===== config.mk =====
export PLATFORM = sky130hd
export DESIGN_NAME = phy_address_strap_reset
export DESIGN_NICKNAME = d
export VERILOG_FILES = /design/src/rtl/strap_pkg.sv /design/src/rtl/strap_sampler.sv /design/src/rtl/phy_address_strap_reset.sv
export SDC_FILE = /design/constraint.sdc
export NUM_CORES = 1
export LEC_CHECK = 0
export BUFFER_PORTS_ARGS = -buffer_cell sky130_fd_sc_hd__buf_2
export CORE_ASPECT_RATIO = 0.9
export CORE_MARGIN = 1
export CORE_UTILIZATION = 40
export DETAILED_ROUTE_END_ITERATION = 12
export GPL_TIMING_DRIVEN = 0
export PLACE_DENSITY = 0.76
export RECOVER_POWER = 25
export SKIP_LAST_GASP = 1
export SLEW_MARGIN = 20
export SYNTH_ARGS = -nofsm -noshare
export SYNTH_HDL_FRONTEND = slang
export SYNTH_SLANG_ARGS = --single-unit

===== constraint.sdc =====
create_clock -name SYS_CLK -period 2.8 [get_ports SYS_CLK]
set_clock_uncertainty 0.2 [all_clocks]
set_input_delay 0 -clock SYS_CLK [delete_from_list [all_inputs] [get_ports SYS_CLK]]
set_output_delay 0 -clock SYS_CLK [all_outputs]
set_load 0.005 [all_outputs]

===== src/rtl/strap_pkg.sv =====
/*
 Constants, types and register layout for the strap address loader.
 Assumes a single 125 MHz clock and a synchronous active-high reset.
*/
package strap_pkg;
   localparam int ADDR_W = 5;
   localparam int DATA_W = 16;
   localparam int REG_ADDR_W = 5;
   localparam logic [4:0] PHY_CONTROL_OFF = 5'h19;
   localparam logic [4:0] STATUS_OFF = 5'h1A;
   localparam int ADDR_LSB = 0;
   localparam int ADDR_MSB = 4;
   localparam int ISO_BIT = 10;
   localparam logic [15:0] PHY_CONTROL_RST = 16'h0000;
   localparam logic [15:0] PHY_CONTROL_WMASK = 16'hFFE0;
   localparam logic [4:0] ISO_ADDR = 5'h00;
   localparam int SETTLE_NS = 64;
   localparam int CLK_NS = 8;
   localparam int SETTLE_CYC = (SETTLE_NS + CLK_NS - 1) / CLK_NS;
   localparam int CNT_W = 8;

   typedef enum logic [1:0] {
      ST_RESET = 2'b00,
      ST_SAMPLE = 2'b01,
      ST_RUN = 2'b11
   } load_state_t;

   typedef struct packed {
      logic [REG_ADDR_W-1:0] addr;
      logic [DATA_W-1:0] wdata;
      logic wr;
      logic rd;
   } reg_req_t;

   typedef struct packed {
      logic collision;
      logic transmit;
      logic receive;
      logic link;
      logic duplex_polarity;
   } indicator_t;
endpackage


===== src/rtl/strap_sampler.sv =====
/*
 Strap sampler: waits for pins to settle, then captures five levels.
 Assumes pins are synchronous to the clock while released by the device.
*/
`timescale 1ns/1ps
module strap_sampler #(
   parameter int SETTLE = strap_pkg::SETTLE_CYC
) (
   // Clock and reset
   input wire logic clk,
   input wire logic rst,
   // Strap pins
   input wire logic [strap_pkg::ADDR_W-1:0] pins_in,
   // Result
   output logic [strap_pkg::ADDR_W-1:0] addr_out,
   output logic done_out
);
   logic [strap_pkg::CNT_W-1:0] cnt_reg;
   strap_pkg::load_state_t state_reg;

   always_ff @(posedge clk) begin
      if (rst) begin
         state_reg <= strap_pkg::ST_RESET;
         cnt_reg <= '0;
      end else begin
         case (state_reg)
            strap_pkg::ST_RESET: begin
               state_reg <= strap_pkg::ST_SAMPLE;
               cnt_reg <= '0;
            end
            strap_pkg::ST_SAMPLE: begin
               if (cnt_reg == strap_pkg::CNT_W'(SETTLE - 1)) begin
                  state_reg <= strap_pkg::ST_RUN;
               end else begin
                  cnt_reg <= cnt_reg + 1'b1;
               end
            end
            strap_pkg::ST_RUN: begin
               state_reg <= strap_pkg::ST_RUN;
            end
            default: begin
               state_reg <= strap_pkg::ST_RESET;
            end
         endcase
      end
   end

   always_ff @(posedge clk) begin
      if (rst) begin
         addr_out <= '0;
         done_out <= 1'b0;
      end else if (state_reg == strap_pkg::ST_SAMPLE &&
                   cnt_reg == strap_pkg::CNT_W'(SETTLE - 1)) begin
         addr_out <= pins_in;
         done_out <= 1'b1;
      end
   end
endmodule // strap_sampler


===== src/rtl/phy_address_strap_reset.sv =====
/*
 Top of the strap address loader: control register, isolation, pin mux.
 Assumes strap resistors set the pin levels while outputs are released,
 and that indicator sources come from elsewhere in the device.
*/
// Design decision made here: strobed register access.
`timescale 1ns/1ps
module phy_address_strap_reset #(
   parameter int SETTLE = strap_pkg::SETTLE_CYC
) (
   // Clock and reset
   input wire logic SYS_CLK,
   input wire logic SYS_RST,
   // Register port
   input wire logic [strap_pkg::REG_ADDR_W-1:0] REG_ADDR,
   input wire logic [strap_pkg::DATA_W-1:0] REG_WDATA,
   input wire logic REG_WR,
   input wire logic REG_RD,
   output logic [strap_pkg::DATA_W-1:0] REG_RDATA,
   // Dual-purpose pins: strap in, indicator out
   input wire logic [strap_pkg::ADDR_W-1:0] STRAP_ADDRESS_PINS_IN,
   output logic [strap_pkg::ADDR_W-1:0] STRAP_ADDRESS_PINS_OUT,
   output logic [strap_pkg::ADDR_W-1:0] STRAP_ADDRESS_PINS_OE_N,
   // Indicator sources
   input wire strap_pkg::indicator_t INDICATORS,
   // Status to the rest of the device
   output logic [strap_pkg::ADDR_W-1:0] MGMT_ADDRESS,
   output logic ISOLATE,
   output logic MGMT_ENABLE,
   output logic STRAP_DONE
);
   strap_pkg::reg_req_t req;
   logic [strap_pkg::ADDR_W-1:0] sampled_addr;
   logic sample_done;
   logic done_d_reg;
   logic [strap_pkg::DATA_W-1:0] phy_control_reg;
   logic [strap_pkg::DATA_W-1:0] phy_control_next;
   logic [strap_pkg::ADDR_W-1:0] ind_vec;

   assign req = '{addr: REG_ADDR, wdata: REG_WDATA, wr: REG_WR, rd: REG_RD};
   assign ind_vec = {INDICATORS.duplex_polarity, INDICATORS.link,
                     INDICATORS.receive, INDICATORS.transmit,
                     INDICATORS.collision};

   ////////////////////////////////////////////////////////////////////
   strap_sampler #(
      .SETTLE(SETTLE)
   ) u_sampler (
      .clk(SYS_CLK),
      .rst(SYS_RST),
      .pins_in(STRAP_ADDRESS_PINS_IN),
      .addr_out(sampled_addr),
      .done_out(sample_done)
   );

   always_ff @(posedge SYS_CLK) begin
      if (SYS_RST) begin
         done_d_reg <= 1'b0;
      end else begin
         done_d_reg <= sample_done;
      end
   end

   ////////////////////////////////////////////////////////////////////
   // Control register: address field loaded by the strap, rest writable
   always_comb begin
      phy_control_next = phy_control_reg;
      if (req.wr && req.addr == strap_pkg::PHY_CONTROL_OFF) begin
         phy_control_next = (req.wdata & strap_pkg::PHY_CONTROL_WMASK) |
                            (phy_control_reg & ~strap_pkg::PHY_CONTROL_WMASK);
      end
      if (sample_done && !done_d_reg) begin
         phy_control_next[strap_pkg::ADDR_MSB:strap_pkg::ADDR_LSB] =
            sampled_addr;
      end
   end

   always_ff @(posedge SYS_CLK) begin
      if (SYS_RST) begin
         phy_control_reg <= strap_pkg::PHY_CONTROL_RST;
      end else begin
         phy_control_reg <= phy_control_next;
      end
   end

   ////////////////////////////////////////////////////////////////////
   // Read port, one cycle latency
   always_ff @(posedge SYS_CLK) begin
      if (SYS_RST) begin
         REG_RDATA <= '0;
      end else if (req.rd) begin
         case (req.addr)
            strap_pkg::PHY_CONTROL_OFF: begin
               REG_RDATA <= phy_control_reg;
            end
            strap_pkg::STATUS_OFF: begin
               REG_RDATA <= strap_pkg::DATA_W'({ISOLATE, MGMT_ADDRESS});
            end
            default: begin
               REG_RDATA <= '0;
            end
         endcase
      end else begin
         REG_RDATA <= '0;
      end
   end

   ////////////////////////////////////////////////////////////////////
   // Address, isolation and management enable
   always_ff @(posedge SYS_CLK) begin
      if (SYS_RST) begin
         MGMT_ADDRESS <= '0;
         ISOLATE <= 1'b0;
         MGMT_ENABLE <= 1'b0;
         STRAP_DONE <= 1'b0;
      end else if (sample_done && !done_d_reg) begin
         MGMT_ADDRESS <= sampled_addr;
         ISOLATE <= (sampled_addr == strap_pkg::ISO_ADDR);
         MGMT_ENABLE <= 1'b1;
         STRAP_DONE <= 1'b1;
      end
   end

   ////////////////////////////////////////////////////////////////////
   // Pins released during sampling, then drive indicators
   always_ff @(posedge SYS_CLK) begin
      if (SYS_RST) begin
         STRAP_ADDRESS_PINS_OUT <= '0;
         STRAP_ADDRESS_PINS_OE_N <= '1;
      end else if (sample_done) begin
         STRAP_ADDRESS_PINS_OUT <= ind_vec;
         STRAP_ADDRESS_PINS_OE_N <= '0;
      end else begin
         STRAP_ADDRESS_PINS_OUT <= '0;
         STRAP_ADDRESS_PINS_OE_N <= '1;
      end
   end
endmodule // phy_address_strap_reset


## After elaboration in Yosys (flattened, before gate mapping)

Index checks and enable logic that the tools add are counted.
W data, S select, Z words.

| operators by class | value |
|---|---|
| equality and inequality tests | 7 |
| add/subtract/negate cells | 1 |
| bitwise logic cells | 3 |
| muxes and demuxes | 8 |
| reductions and logical operators | 11 |

Operator list:

| cell | number |
|---|---|
| $pmux W16 S2 | 1 |
| $or A16 B5 Y16 | 1 |
| $pmux W8 S2 | 1 |
| $mux W5 | 3 |
| $eq A5 B5 Y1 const B | 2 |
| $add A8 B1 Y8 const B | 1 |
| $eq A8 B3 Y1 const B | 1 |
| $mux W8 | 1 |
| $pmux W2 S3 | 1 |
| $logic_not A5 Y1 | 1 |
| $ne A2 B2 Y1 const B | 2 |
| $reduce_bool A2 Y1 | 2 |
| $reduce_or A2 Y1 | 2 |
| $logic_and A1 B1 Y1 | 3 |
| $eq A2 B1 Y1 const B | 1 |
| $eq A2 B2 Y1 const B | 1 |
| $logic_not A2 Y1 | 1 |
| $mux W2 | 1 |
| $not A1 Y1 | 2 |
| $reduce_and A2 Y1 | 1 |
| $logic_not A1 Y1 | 1 |

| word-level totals | value |
|---|---|
| bits of input ports | 35 |
| register bits | 66 |
| logic and storage cells | 43 |

## Depth between registers and ports, before layout

Gate-level depths: netlist (run 1).

| logic depth | value |
|---|---|
| word-level depth | 4 |
| mapped depth | 5 |
| mapped depth without buffers | 5 |

## Modules after synthesis

A second synthesis (run 1) with hierarchy kept.

| unflattened totals | value |
|---|---|
| cell total of the unflattened synthesis | 253 |
| area total of the unflattened synthesis | 2461.1 um2 |

Modules (own cells, without submodules):

| module | times used | area an instance (um2) | cells each |
|---|---|---|---|
| phy_address_strap_reset | 1 | 1667.8 | 167 |
| strap_sampler | 1 | 793.3 | 86 |

## Least setup slack after synthesis (run 1)

OpenSTA, ideal clock, no wires.

| timing | value |
|---|---|
| path kind | register to register |
| start | register u_sampler.cnt_reg[0] (netlist bit) |
| end | register u_sampler.cnt_reg[0] (netlist bit) |
| data arrival time | 1312 ps |
| buffers on the path | 0 |
| library setup time | 91 ps |
| stages on the path, launching flop included | 6 |
| path slack | 1197 ps |
| cell sequence | dfxtp_1 -> ha_1 -> and4bb_2 -> a21oi_1 -> nand2b_1 -> a311oi_1 |

| between the ends | value |
|---|---|
| cells in the longest elaborated chain, start to end | 3 |
| elaborated cells between the ends (all ways) | 6 |
| those cells by class | 1 x add/sub; 2 x eq/ne; 2 x mux; 1 x reduce/logical |

RTL lines:

| item | RTL line | text |
|---|---|---|
| start, declared | strap_sampler.sv:18 | `logic [strap_pkg::CNT_W-1:0] cnt_reg;` |
| start signal, assigned | strap_sampler.sv:35 | `cnt_reg <= cnt_reg + 1'b1;` |
| $add A8 B1 Y8 or $eq A8 B3 Y1 (tied branches) | strap_sampler.sv:35, strap_sampler.sv:32 |  |
| $mux W8 or $ne A2 B2 Y1 (tied branches) | - |  |
| $pmux W8 S2 or $reduce_and A2 Y1 (tied branches) | - |  |

Several ways; a longest one is shown, not always the timed one. The select of a mux whose other input is x is not followed.
A chain may end at the register's enable or synchronous reset.

## Final worst setup path (run 1)

| timing | value |
|---|---|
| start | register u_sampler.cnt_reg[0] (netlist bit) |
| end | register u_sampler.addr_out[4] (netlist bit) |

| between the ends | value |
|---|---|
| cells in the longest elaborated chain, start to end | 2 |

RTL lines:

| item | RTL line | text |
|---|---|---|
| $eq A8 B3 Y1 | strap_sampler.sv:53 | `cnt_reg == strap_pkg::CNT_W'(SETTLE - 1)) begin` |
| $logic_and A1 B1 Y1 | strap_sampler.sv:52 | `end else if (state_reg == strap_pkg::ST_SAMPLE &&` |
| end signal, assigned | strap_sampler.sv:54 | `addr_out <= pins_in;` |
| end, declared | strap_sampler.sv:15 | `output logic [strap_pkg::ADDR_W-1:0] addr_out,` |

No other way between the ends.

==> key figures, run 1 <==
Clock tree
  • # clock sinks: 62
  • Post-CTS Hold Buffers: 35
  • Skew-Pair Late Insertion Delay: 0.34 ns
  • Post-cts resize count: 0
  • Clock Tree Buf Depth: 2
  • Total setup buffers inserted after CTS: 0
  • Num CTS Buffers: 9
  • CTS clock-pin slew for the worst setup and hold paths: 0.07 ns
  • CTS tree: done
  • Clock root buffer: clkbuf_8
  • H-Tree Level Count: 3

Setup path
  • Crit path max-delay family: buffers and inverters
  • Slowest-stage cell, CP: dlygate4sd3_1
  • Data arrival, critical path: 2.34 ns
  • CP Capture Type: flip-flop
  • WP buf/inv: 1
  • Worst Path Required: 2.83 ns
  • CP Cell Sequence: ha_1 > and4bb_2 > nand4_2 > mux2i_1 > nor2_1 > dlygate4sd3_1
  • Crit Path Category: reg -> reg
  • Max stage delay on crit path: 0.56 ns
  • Startpoint types: flip-flop
  • Max FO, Critical Path: 7

Synth
  • Avg Cell Area, Syn: 9.18 um2
  • Gate Count Post-Synth: 247
  • EDFF count, synth: 0
  • Synth Cell Area: 0.00227 mm2
  • Synth Warn #: 0
  • Count leader, synth: dfxtp_1
  • Ys flop type: dfxtp_1
  • Top cell type's share of synthesized area: 54.7%
  • Seq cells post-synth: 62
  • Mapped Nets: 284
  • Leading post-synthesis cells by cell area: dfxtp_1, nand2_1, a21oi_1, nand3_1, nor2_1
  • List of most frequent post-synthesis cells: dfxtp_1, nand2_1, a21oi_1
  • Sequential area share after synthesis: 54.7%
  • Yosys top cell by area: dfxtp_1
  • Unique masters post-synth: 32
  • Post-synthesis async set-or-reset flop share: 0%

Power
  • Design Power: 1.85 mW
  • Power Dens Cells: 573 mW/mm2
  • Lkg Pwr: 1.39 nW
  • Worst VDD drop: 0.322 mV

Layout
  • Register area: 0.00124 mm2
  • Post-route insts no fill: 427
  • FILL cells: 468
  • Fin util: 60.2%
  • Finished layout cell area: 0.00322 mm2
  • Nets: 393
  • Multi-input logic area: 920 um2
  • Antenna Cells: 0
  • Area Overhead vs Synth: 42.1%
  • Layout cells sized above 1: 21.7%

Global routing
  • GRT Util Overall: 19.8%
  • Initial antenna violation count: 0
  • Total grt overflow: 0
  • Global-route wire length before repair: 8.55 mm
  • Vias in the first global route: 1904
  • Largest net degree at the start of global routing: 11

Routing
  • Pre-antenna DRT Iters: 4
  • Post-route ant nets: 0
  • WL per Instance: 12.4 um
  • Drt initial violations: 87
  • Vias: 2101
  • Post-route DRC: 0
  • Final wirelength: 5.31 mm
  • Vias per cell: 4.92

Floorplan
  • Die area: 0.00597 mm2
  • Die Wd: 81.4 um
  • Starting Density: 42.4%
  • Num ports: 69
  • Die Span Y: 73.4 um
  • Core area: 0.00535 mm2
  • FP Rows: 25

Timing
  • Setup TNS Final: 0 ns
  • RSZ-0062 raised after global routing: false
  • Final Hold Fails: 0
  • Worst-margin pin slew: 0.737 ns
  • # setup viols final: 0
  • Crit share post-route: 82.7%
  • FMAX: 432 MHz
  • Post-layout min period: 2.31 ns
  • Max-slew violations: 0
  • Relative slew slack: 50.8%

Placed design
  • HPWL reported at the end of detailed placement: 3.45 mm
  • Placed insts: 377
  • Input/output buffers: 63
  • Placed Area: 0.00267 mm2
  • Routability Congestion: 0.886

Status
  • Status: finished, final reports clean

Hold path
  • Hold Crit Class: in -> reg

Job
  • Reported max-cap violation count: 0
cell families (layout without fill, tap and decap cells):
group	count (synthesis)	after routing	share of synthesized area (%)
and+or+nand+nor	110	110	24.8
DFF	62	62	54.7
AOI/OAI and AO/OA	43	43	11.0
buffers and inverters	22	135	4.69
muxes	8	8	3.59
adders and majority gates	2	2	1.10
where the power goes:
group          leakage [nW]  switching (mW)  internal (mW)
registers             0.500         0.00310          0.885
logic                 0.777          0.0393         0.0468
clock network         0.109           0.327          0.545
layer usage:
layer	track usage (%)	wire length (um)	vias up
met5	0	0	-
met4	13.1	165	0
met3	6.34	366	15
met2	30.8	2520	70
met1	23.1	2260	959
li1	-	-	1057
through the flow:
stage	worst slack (ns)	hold WS, ns
2_1_floorplan	1.20	-0.0561
3_3_place_gp	1.03	0.0375
3_5_place_dp	1.00	0.0463
4_1_cts	0.479	0.00885
5_1_grt	0.342	0.0319
6_report	0.485	0.0146
layout make-up:
| cell class | count | share of cell area (%) |
|---|---|---|
| Sequential cell | 62 | 38.5 |
| Multi-Input combinational cell | 163 | 28.5 |
| Timing Repair Buffer | 98 | 20.1 |
| Clock buffer | 12 | 4.82 |
| Buffer | 16 | 2.60 |
| Tap cell | 67 | 2.60 |
| Clock inverter | 3 | 2.10 |
| Inverter | 6 | 0.699 |
tightest hold or removal path: stages:
cell,delay [ns]
buf_2,0.11
nand3b_4,0.09
nor3b_4,0.07
a22oi_1,0.18
nor2_1,0.06
path summary, 6_finish.rpt:
kind                                     startpoint  slack (ns)  cells past startpoint                            endpoint
setup / recovery  u_sampler.cnt_reg[0]$_SDFFE_PP0P_        0.49                      6  u_sampler.addr_out[4]$_SDFFE_PP0P_
hold / removal                          REG_ADDR[3]        0.01                      5             REG_RDATA[3]$_SDFF_PP0_
setup reg to reg  u_sampler.cnt_reg[0]$_SDFFE_PP0P_        0.49                      6  u_sampler.addr_out[4]$_SDFFE_PP0P_
hold reg to reg     phy_control_reg[9]$_SDFFE_PP0P_        0.25                      2     phy_control_reg[9]$_SDFFE_PP0P_
placed cells by master (no fill, tap or decap), drive strengths merged, types with 2 or more instances in the layout:
cell type / netlist / final
inv: 6 / 6
nor2: 21 / 21
a22oi: 7 / 7
bufinv: 0 / 2
dlygate4sd3: 0 / 35
clkbuf: 8 / 32
dfxtp: 62 / 62
and2: 11 / 11
or4: 2 / 2
nand2: 39 / 39
buf: 8 / 59
a21oi: 28 / 28
nor3b: 2 / 2
mux2i: 7 / 7
a31oi: 2 / 2
nand2b: 2 / 2
ha: 2 / 2
nor3: 4 / 4
and3: 8 / 8
a311oi: 2 / 2
nand3: 17 / 17
No activity file was read; power rests on OpenSTA's default activity.
==> inputs of run 2 (changes only) <==
--- a/config.mk
+++ b/config.mk
@@ -5,13 +5,14 @@
 export SDC_FILE = /design/constraint.sdc
 export NUM_CORES = 1
 export LEC_CHECK = 0
+export ABC_AREA = 1
 export BUFFER_PORTS_ARGS = -buffer_cell sky130_fd_sc_hd__buf_2
 export CORE_ASPECT_RATIO = 0.9
 export CORE_MARGIN = 1
 export CORE_UTILIZATION = 40
 export DETAILED_ROUTE_END_ITERATION = 12
 export GPL_TIMING_DRIVEN = 0
-export PLACE_DENSITY = 0.76
+export PLACE_DENSITY = 0.75
 export RECOVER_POWER = 25
 export SKIP_LAST_GASP = 1
 export SLEW_MARGIN = 20
==> constraint.sdc (replaced) <==
create_clock -name SYS_CLK -period 2.23 [get_ports SYS_CLK]
set_clock_uncertainty 0.2 [all_clocks]
set_input_delay 0 -clock SYS_CLK [delete_from_list [all_inputs] [get_ports SYS_CLK]]
set_output_delay 0 -clock SYS_CLK [all_outputs]
set_load 0.005 [all_outputs]
==> key figures, run 2 <==
Global routing
  • GRT Util Overall: 21.0% (+1.3 points)
  • Initial antenna violation count: 0 (unchanged)
  • Global-route wire length before repair: 9.47 mm (+11%)
  • Vias in the first global route: 2173 (+14%)
  • Largest net degree at the start of global routing: 11 (unchanged)
  • Total grt overflow: 0 (unchanged)

Synth
  • Seq cells post-synth: 62 (unchanged)
  • Ys flop type: dfxtp_1
  • EDFF count, synth: 0 (unchanged)
  • Top cell type's share of synthesized area: 53.3% (-1.4 points)
  • Mapped Nets: 314 (+11%)
  • Synth Warn #: 0 (unchanged)
  • List of most frequent post-synthesis cells: dfxtp_1, nand2_1, nor2_1
  • Gate Count Post-Synth: 277 (+12%)
  • Post-synthesis async set-or-reset flop share: 0% (unchanged)
  • Leading post-synthesis cells by cell area: dfxtp_1, nand2_1, nor2_1, a21oi_1, inv_1
  • Sequential area share after synthesis: 53.3% (-1.4 points)
  • Yosys top cell by area: dfxtp_1
  • Unique masters post-synth: 32 (unchanged)
  • Synth Cell Area: 0.00233 mm2 (+2.6%)
  • Count leader, synth: dfxtp_1
  • Avg Cell Area, Syn: 8.40 um2 (-8.5%)

Power
  • Power Dens Cells: 688 mW/mm2 (+20%)
  • Worst VDD drop: 0.386 mV (+20%)
  • Lkg Pwr: 1.52 nW (+9.4%)

Timing
  • Crit share post-route: 89.7%
  • Worst-margin pin slew: 0.471 ns (-0.265 ns)
  • Setup TNS Final: 0 ns (unchanged)
  • Post-layout min period: 2.00 ns
  • Final Hold Fails: 0 (unchanged)
  • FMAX: 500 MHz
  • # setup viols final: 0 (unchanged)
  • Relative slew slack: 68.6% (+18 points)
  • RSZ-0062 raised after global routing: false
  • Max-slew violations: 0 (unchanged)

Layout
  • Register area: 0.00124 mm2 (unchanged)
  • FILL cells: 453 (-3.2%)
  • Layout cells sized above 1: 22.4% (+0.69 points)
  • Nets: 440 (+12%)
  • Multi-input logic area: 877 um2 (-4.6%)
  • Finished layout cell area: 0.00345 mm2 (+7.0%)
  • Fin util: 63.7% (+3.5 points)
  • Area Overhead vs Synth: 48.2%
  • Most frequent cells in the layout: dfxtp_1, dlygate4sd3_1, buf_2
  • Antenna Cells: 0 (unchanged)
  • Most common cell after layout, fill and taps aside: dfxtp_1

Clock tree
  • Clock Tree Buf Depth: 2 (unchanged)
  • Num CTS Buffers: 9 (unchanged)
  • Post-cts resize count: 0 (unchanged)
  • Skew-Pair Late Insertion Delay: 0.35 ns (about the same)
  • # clock sinks: 62 (unchanged)
  • Clock root buffer: clkbuf_8
  • CTS tree: done
  • CTS clock-pin slew for the worst setup and hold paths: 0.07 ns (about the same)
  • H-Tree Level Count: 3 (unchanged)

Setup path
  • Startpoint types: primary input
  • Max FO, Critical Path: 10 (+3)
  • CP Capture Type: flip-flop
  • Data arrival, critical path: 2.08 ns (-0.26 ns)
  • Crit Path Category: in -> reg
  • Worst reg2reg path depth: 7 (+1)
  • Worst Path Required: 2.31 ns (-0.52 ns)

Routing
  • Drt initial violations: 119 (+37%)
  • Vias per cell: 4.73 (-4.0%)
  • Post-route ant nets: 0 (unchanged)
  • Vias: 2240 (+6.6%)
  • Final wirelength: 5.79 mm (+9.0%)
  • Post-route DRC: 0 (unchanged)
  • WL per Instance: 12.2 um (-1.8%)
  • Pre-antenna DRT Iters: 4 (unchanged)

Floorplan
  • Die area: 0.00613 mm2 (+2.6%)
  • FP Rows: 25 (unchanged)
  • Core area: 0.00541 mm2 (+1.2%)
  • Starting Density: 43.0% (+0.62 points)
  • Die Span Y: 74.4 um (+1.3%)
  • Die Wd: 82.4 um (+1.3%)
  • Num ports: 69 (unchanged)

Hold path
  • Hold depth: 5 (unchanged)
  • Hold Crit Class: in -> reg

Placed design
  • Routability Congestion: 0.848 (-4.3%)
  • Input/output buffers: 62 (-1.6%)
  • Placed Area: 0.00272 mm2 (+2.1%)
  • HPWL reported at the end of detailed placement: 3.40 mm (-1.5%)

Job
  • Reported max-cap violation count: 0 (unchanged)

Status
  • Status: finished, final reports clean
-- run 2: layout make-up --
class / count / area share [%]
buffer: 13 / 2.50
clock buffer: 12 / 4.21
clock inverter: 3 / 2.00
inverter: 32 / 3.52
multi-input combinational: 170 / 25.4
sequential: 62 / 36.0
tap: 67 / 2.43
timing repair buffer: 115 / 23.9
-- run 2: cell families after synthesis --
family	Yosys count	synth area share [%]
DFF	62	53.3
xor gates and xnor gates	2	0.753
buffers and inverters	45	8.98
and+or+nand+nor	113	23.1
AOI/OAI and AO/OA	53	12.7
adders and majority gates	2	1.08
-- run 2: worst max-delay path, stage by stage --
cell and delay [ns]:
buf_2 0.17, inv_2 0.10, clkbuf_1 0.34, o21ai_0 0.14, dlygate4sd3_1 0.59, a21oi_1 0.16, dlygate4sd3_1 0.58
-- run 2: where the power goes --
group | internal (mW) | total [mW] | leakage [nW] | switching (mW)
sequential | 1.12 | 1.13 | 0.500 | 0.00973
clock | 0.656 | 1.08 | 0.107 | 0.421
combinational | 0.0861 | 0.169 | 0.909 | 0.0827
total | 1.86 | 2.37 | 1.52 | 0.513
-- run 2: layer usage --
layer,part of all wire [%],global-route usage (%)
met3,6.1,6.75
met1,44,23.9
met4,1.3,6.82
met2,49,37.3
met5,0,0
-- run 2: path summary, 6_finish.rpt --
check	from	endpoint	slack, ns
max	SYS_RST	phy_control_reg[14]$_SDFFE_PP0P_	0.23
min	REG_ADDR[4]	REG_RDATA[3]$_SDFF_PP0_	0.01
max reg2reg	u_sampler.done_out$_SDFFE_PP0P_	phy_control_reg[0]$_SDFFE_PP0P_	0.34
min reg2reg	phy_control_reg[9]$_SDFFE_PP0P_	REG_RDATA[9]$_SDFF_PP0_	0.25
-- run 2: stage by stage --
step / setup WS, ns / std cells / hold slack (ns) / total power [mW]
floorplan: 0.805 / 277 / -0.0878 / 1.22
global placement: 0.699 / 406 / 0.0118 / 1.26
detailed placement: 0.667 / 406 / 0.0215 / 1.27
CTS: 0.306 / 474 / 0.00217 / 2.38
global route: 0.0869 / 474 / 0.0358 / 2.45
finish: 0.231 / 474 / 0.0109 / 2.37
-- run 2: timing repair --
item                      4_1_cts  5_1_grt
hold endpoints to repair       48        0
hold buffers                   53        0
buffers inserted                0        0
==> inputs of run 3 (changes only) <==
--- a/config.mk
+++ b/config.mk
@@ -12,10 +12,11 @@
 export CORE_UTILIZATION = 40
 export DETAILED_ROUTE_END_ITERATION = 12
 export GPL_TIMING_DRIVEN = 0
-export PLACE_DENSITY = 0.75
+export PLACE_DENSITY = 0.74
 export RECOVER_POWER = 25
 export SKIP_LAST_GASP = 1
 export SLEW_MARGIN = 20
 export SYNTH_ARGS = -nofsm -noshare
 export SYNTH_HDL_FRONTEND = slang
+export SYNTH_HIERARCHICAL = 1
 export SYNTH_SLANG_ARGS = --single-unit
==> key figures, run 3 <==
Timing
  • Relative slew slack: 59.6% (-8.9 points)
  • Setup ws final: 0.145 ns (-0.0857 ns)
  • Worst-margin pin slew: 0.605 ns (+0.134 ns)
  • Final Hold Fails: 4 (+4)
  • Post-layout min period: 2.08 ns (+0.0857 ns)
  • Setup TNS Final: 0 ns (unchanged)
  • Max-slew violations: 0 (unchanged)
  • RSZ-0062 raised after global routing: false
  • Crit share post-route: 93.5% (+3.8 points)
  • # setup viols final: 0 (unchanged)
  • FMAX: 480 MHz (-4.1%)
  • Worst hold slack: -0.0645 ns (-0.0754 ns)

Synth
  • Mapped Nets: 370 (+18%)
  • Synth Warn #: 6 (+6)
  • Seq cells post-synth: 62 (unchanged)
  • Ys flop type: dfxtp_1
  • Yosys top cell by area: dfxtp_1
  • EDFF count, synth: 0 (unchanged)
  • Gate Count Post-Synth: 334 (+21%)
  • Avg Cell Area, Syn: 7.72 um2 (-8.1%)
  • Sequential area share after synthesis: 48.2% (-5.2 points)
  • Leading post-synthesis cells by cell area: dfxtp_1, nand2_1, nor2_1, a21oi_1, inv_1
  • Top cell type's share of synthesized area: 48.2% (-5.2 points)
  • Count leader, synth: dfxtp_1
  • Synth Cell Area: 0.00258 mm2 (+11%)
  • Unique masters post-synth: 29 (-9.4%)
  • List of most frequent post-synthesis cells: dfxtp_1, nand2_1, nor2_1
  • Post-synthesis async set-or-reset flop share: 0% (unchanged)

Setup path
  • Max stage delay on crit path: 0.55 ns (-0.04 ns)
  • Reg2reg setup slack: 0.15 ns (-0.19 ns)
  • Crit Path Category: reg -> reg
  • Max FO, Critical Path: 3 (-7)
  • FF-to-FF Start: MGMT_ADDRESS[3]$_SDFFE_PP0P_
  • Startpoint types: flip-flop
  • CP Capture Type: flip-flop
  • Slowest-stage cell, CP: dlygate4sd3_1
  • Data arrival, critical path: 2.17 ns (+0.09 ns)
  • Reg-to-Reg End: REG_RDATA[3]$_SDFF_PP0_
  • Worst Path Required: 2.31 ns (about the same)
  • Worst reg2reg path depth: 6 (-1)
  • Critical Path Start: MGMT_ADDRESS[3]$_SDFFE_PP0P_
  • CP endpoint: REG_RDATA[3]$_SDFF_PP0_
  • CP Cell Sequence: inv_1 > nor3_1 > nor2_1 > dlygate4sd3_1 > nor2_1 > dlygate4sd3_1

Power
  • Worst VDD drop: 0.522 mV (+35%)
  • Power Dens Cells: 676 mW/mm2 (-1.8%)
  • Design Power: 2.46 mW (+3.5%)
  • Lkg Pwr: 1.54 nW (+1.6%)

Clock tree
  • Skew-Pair Late Insertion Delay: 0.34 ns (about the same)
  • CTS clock-pin slew for the worst setup and hold paths: 0.06 ns (about the same)
  • Total setup buffers inserted after CTS: 0 (unchanged)
  • Clock root buffer: clkbuf_8
  • Post-cts resize count: 0 (unchanged)
  • Num CTS Buffers: 9 (unchanged)
  • Clock Tree Buf Depth: 2 (unchanged)
  • H-Tree Level Count: 3 (unchanged)
  • # clock sinks: 62 (unchanged)
  • CTS tree: done

Routing
  • Vias per cell: 4.55 (-3.6%)
  • Post-route DRC: 0 (unchanged)
  • WL per Instance: 10.9 um (-11%)
  • Pre-antenna DRT Iters: 4 (unchanged)
  • Post-route ant nets: 0 (unchanged)
  • Final wirelength: 5.86 mm (+1.2%)
  • Vias: 2455 (+9.6%)
  • Drt initial violations: 89 (-25%)

Layout
  • Multi-input logic area: 0.00106 mm2 (+20%)
  • Layout cells sized above 1: 25.4% (+3.1 points)
  • Nets: 484 (+10%)
  • Register area: 0.00124 mm2 (unchanged)
  • Most frequent cells in the layout: dfxtp_1, nand2_1, buf_2
  • Area Overhead vs Synth: 41.0%
  • Most common cell after layout, fill and taps aside: dfxtp_1
  • FILL cells: 565 (+25%)
  • Antenna Cells: 0 (unchanged)
  • Fin util: 58.8% (-4.9 points)

Placed design
  • Routability Congestion: 0.830 (-2.2%)
  • Input/output buffers: 63 (+1.6%)
  • Dpl ws: 0.649 ns (-0.0178 ns)
  • HPWL reported at the end of detailed placement: 3.86 mm (+14%)

Job
  • Reported max-cap violation count: 0 (unchanged)

Status
  • Status: finished with violations
  • Failing checks: hold timing

Global routing
  • Vias in the first global route: 2288 (+5.3%)
  • GRT Util Overall: 19.0% (-2.0 points)
  • Global-route wire length before repair: 9.94 mm (+5.0%)
  • Largest net degree at the start of global routing: 11 (unchanged)
  • Total grt overflow: 0 (unchanged)
  • Initial antenna violation count: 0 (unchanged)

Floorplan
  • FP Rows: 27 (+8.0%)
  • Die area: 0.00677 mm2 (+10%)
  • Die Wd: 86.6 um (+5.1%)
  • Num ports: 69 (unchanged)
  • Die Span Y: 78.2 um (+5.1%)
  • Starting Density: 41.7% (-1.3 points)
  • Core area: 0.00618 mm2 (+14%)

Hold path
  • Hold Crit Class: in -> reg
-- run 3: metrics by stage --
step | hold WS (ns) | std cells | cell area, um2
floorplan | -0.131 | 334 | 2580
global placement | 0.0148 | 484 | 3000
detailed placement | 0.0222 | 484 | 3000
CTS | 0.0304 | 541 | 3660
global route | 0.00260 | 539 | 3630
finish | -0.0645 | 539 | 3630
-- run 3: per-layer routing --
layer | global-route usage [%] | wire [um]
met1 | 20.9 | 2560
met2 | 33.7 | 2960
met3 | 5.15 | 247
met4 | 9.17 | 99
met5 | 0 | 0
-- run 3: repair_timing --
action,4_1_cts,5_1_grt
endpoints found under the setup margin,0,2
hold buffers,42,0
endpoints found under the hold margin,47,0
-- run 3: worst min path at each step --
stage | slack (ns) | from | depth (start not counted) | end
6_report | -0.06 | REG_ADDR[1] | 5 | REG_RDATA[1]$_SDFF_PP0_
3_5_place_dp | 0.02 | INDICATORS[3] | 3 | STRAP_ADDRESS_PINS_OUT[1]$_SDFF_PP0_
4_1_cts | 0.03 | REG_ADDR[3] | 5 | REG_RDATA[1]$_SDFF_PP0_
5_1_grt | 0.003 | REG_ADDR[1] | 5 | REG_RDATA[1]$_SDFF_PP0_
2_1_floorplan | -0.13 | SYS_RST | 1 | phy_control_reg[0]$_SDFFE_PP0P_
3_3_place_gp | 0.01 | INDICATORS[2] | 3 | STRAP_ADDRESS_PINS_OUT[2]$_SDFF_PP0_
-- run 3: layout make-up --
cell class,count,area share [%]
sequential,62,34.1
multi-input combinational,211,29.1
timing repair buffer,104,19.7
inverter,46,4.89
clock buffer,11,3.89
tap,87,2.99
buffer,14,2.69
clock inverter,4,2.62
-- run 3: worst max-delay path: cells and delay by family, from the launching register on --
kind | cells | cell delay (ns)
and+or+nand+nor | 3 | 0.31
buffers and inverters | 3 | 1.16
DFF | 1 | 0.36
-- run 3: cell families (layout without fill, tap and decap cells) --
family	count (synthesis)	in the layout	share of synthesized area (%)
AOI/OAI and AO/OA	43	43	9.95
adders and majority gates	1	1	0.485
buffers and inverters	61	179	10.9
DFF	62	62	48.2
and+or+nand+nor	167	167	30.5
-- run 3: where the power goes --
part,switching [mW],leakage (nW),internal (mW),total (mW)
clock,0.408,0.119,0.765,1.17
combinational,0.0848,0.921,0.0755,0.160
sequential,0.00752,0.500,1.12,1.12
total,0.500,1.54,1.96,2.46
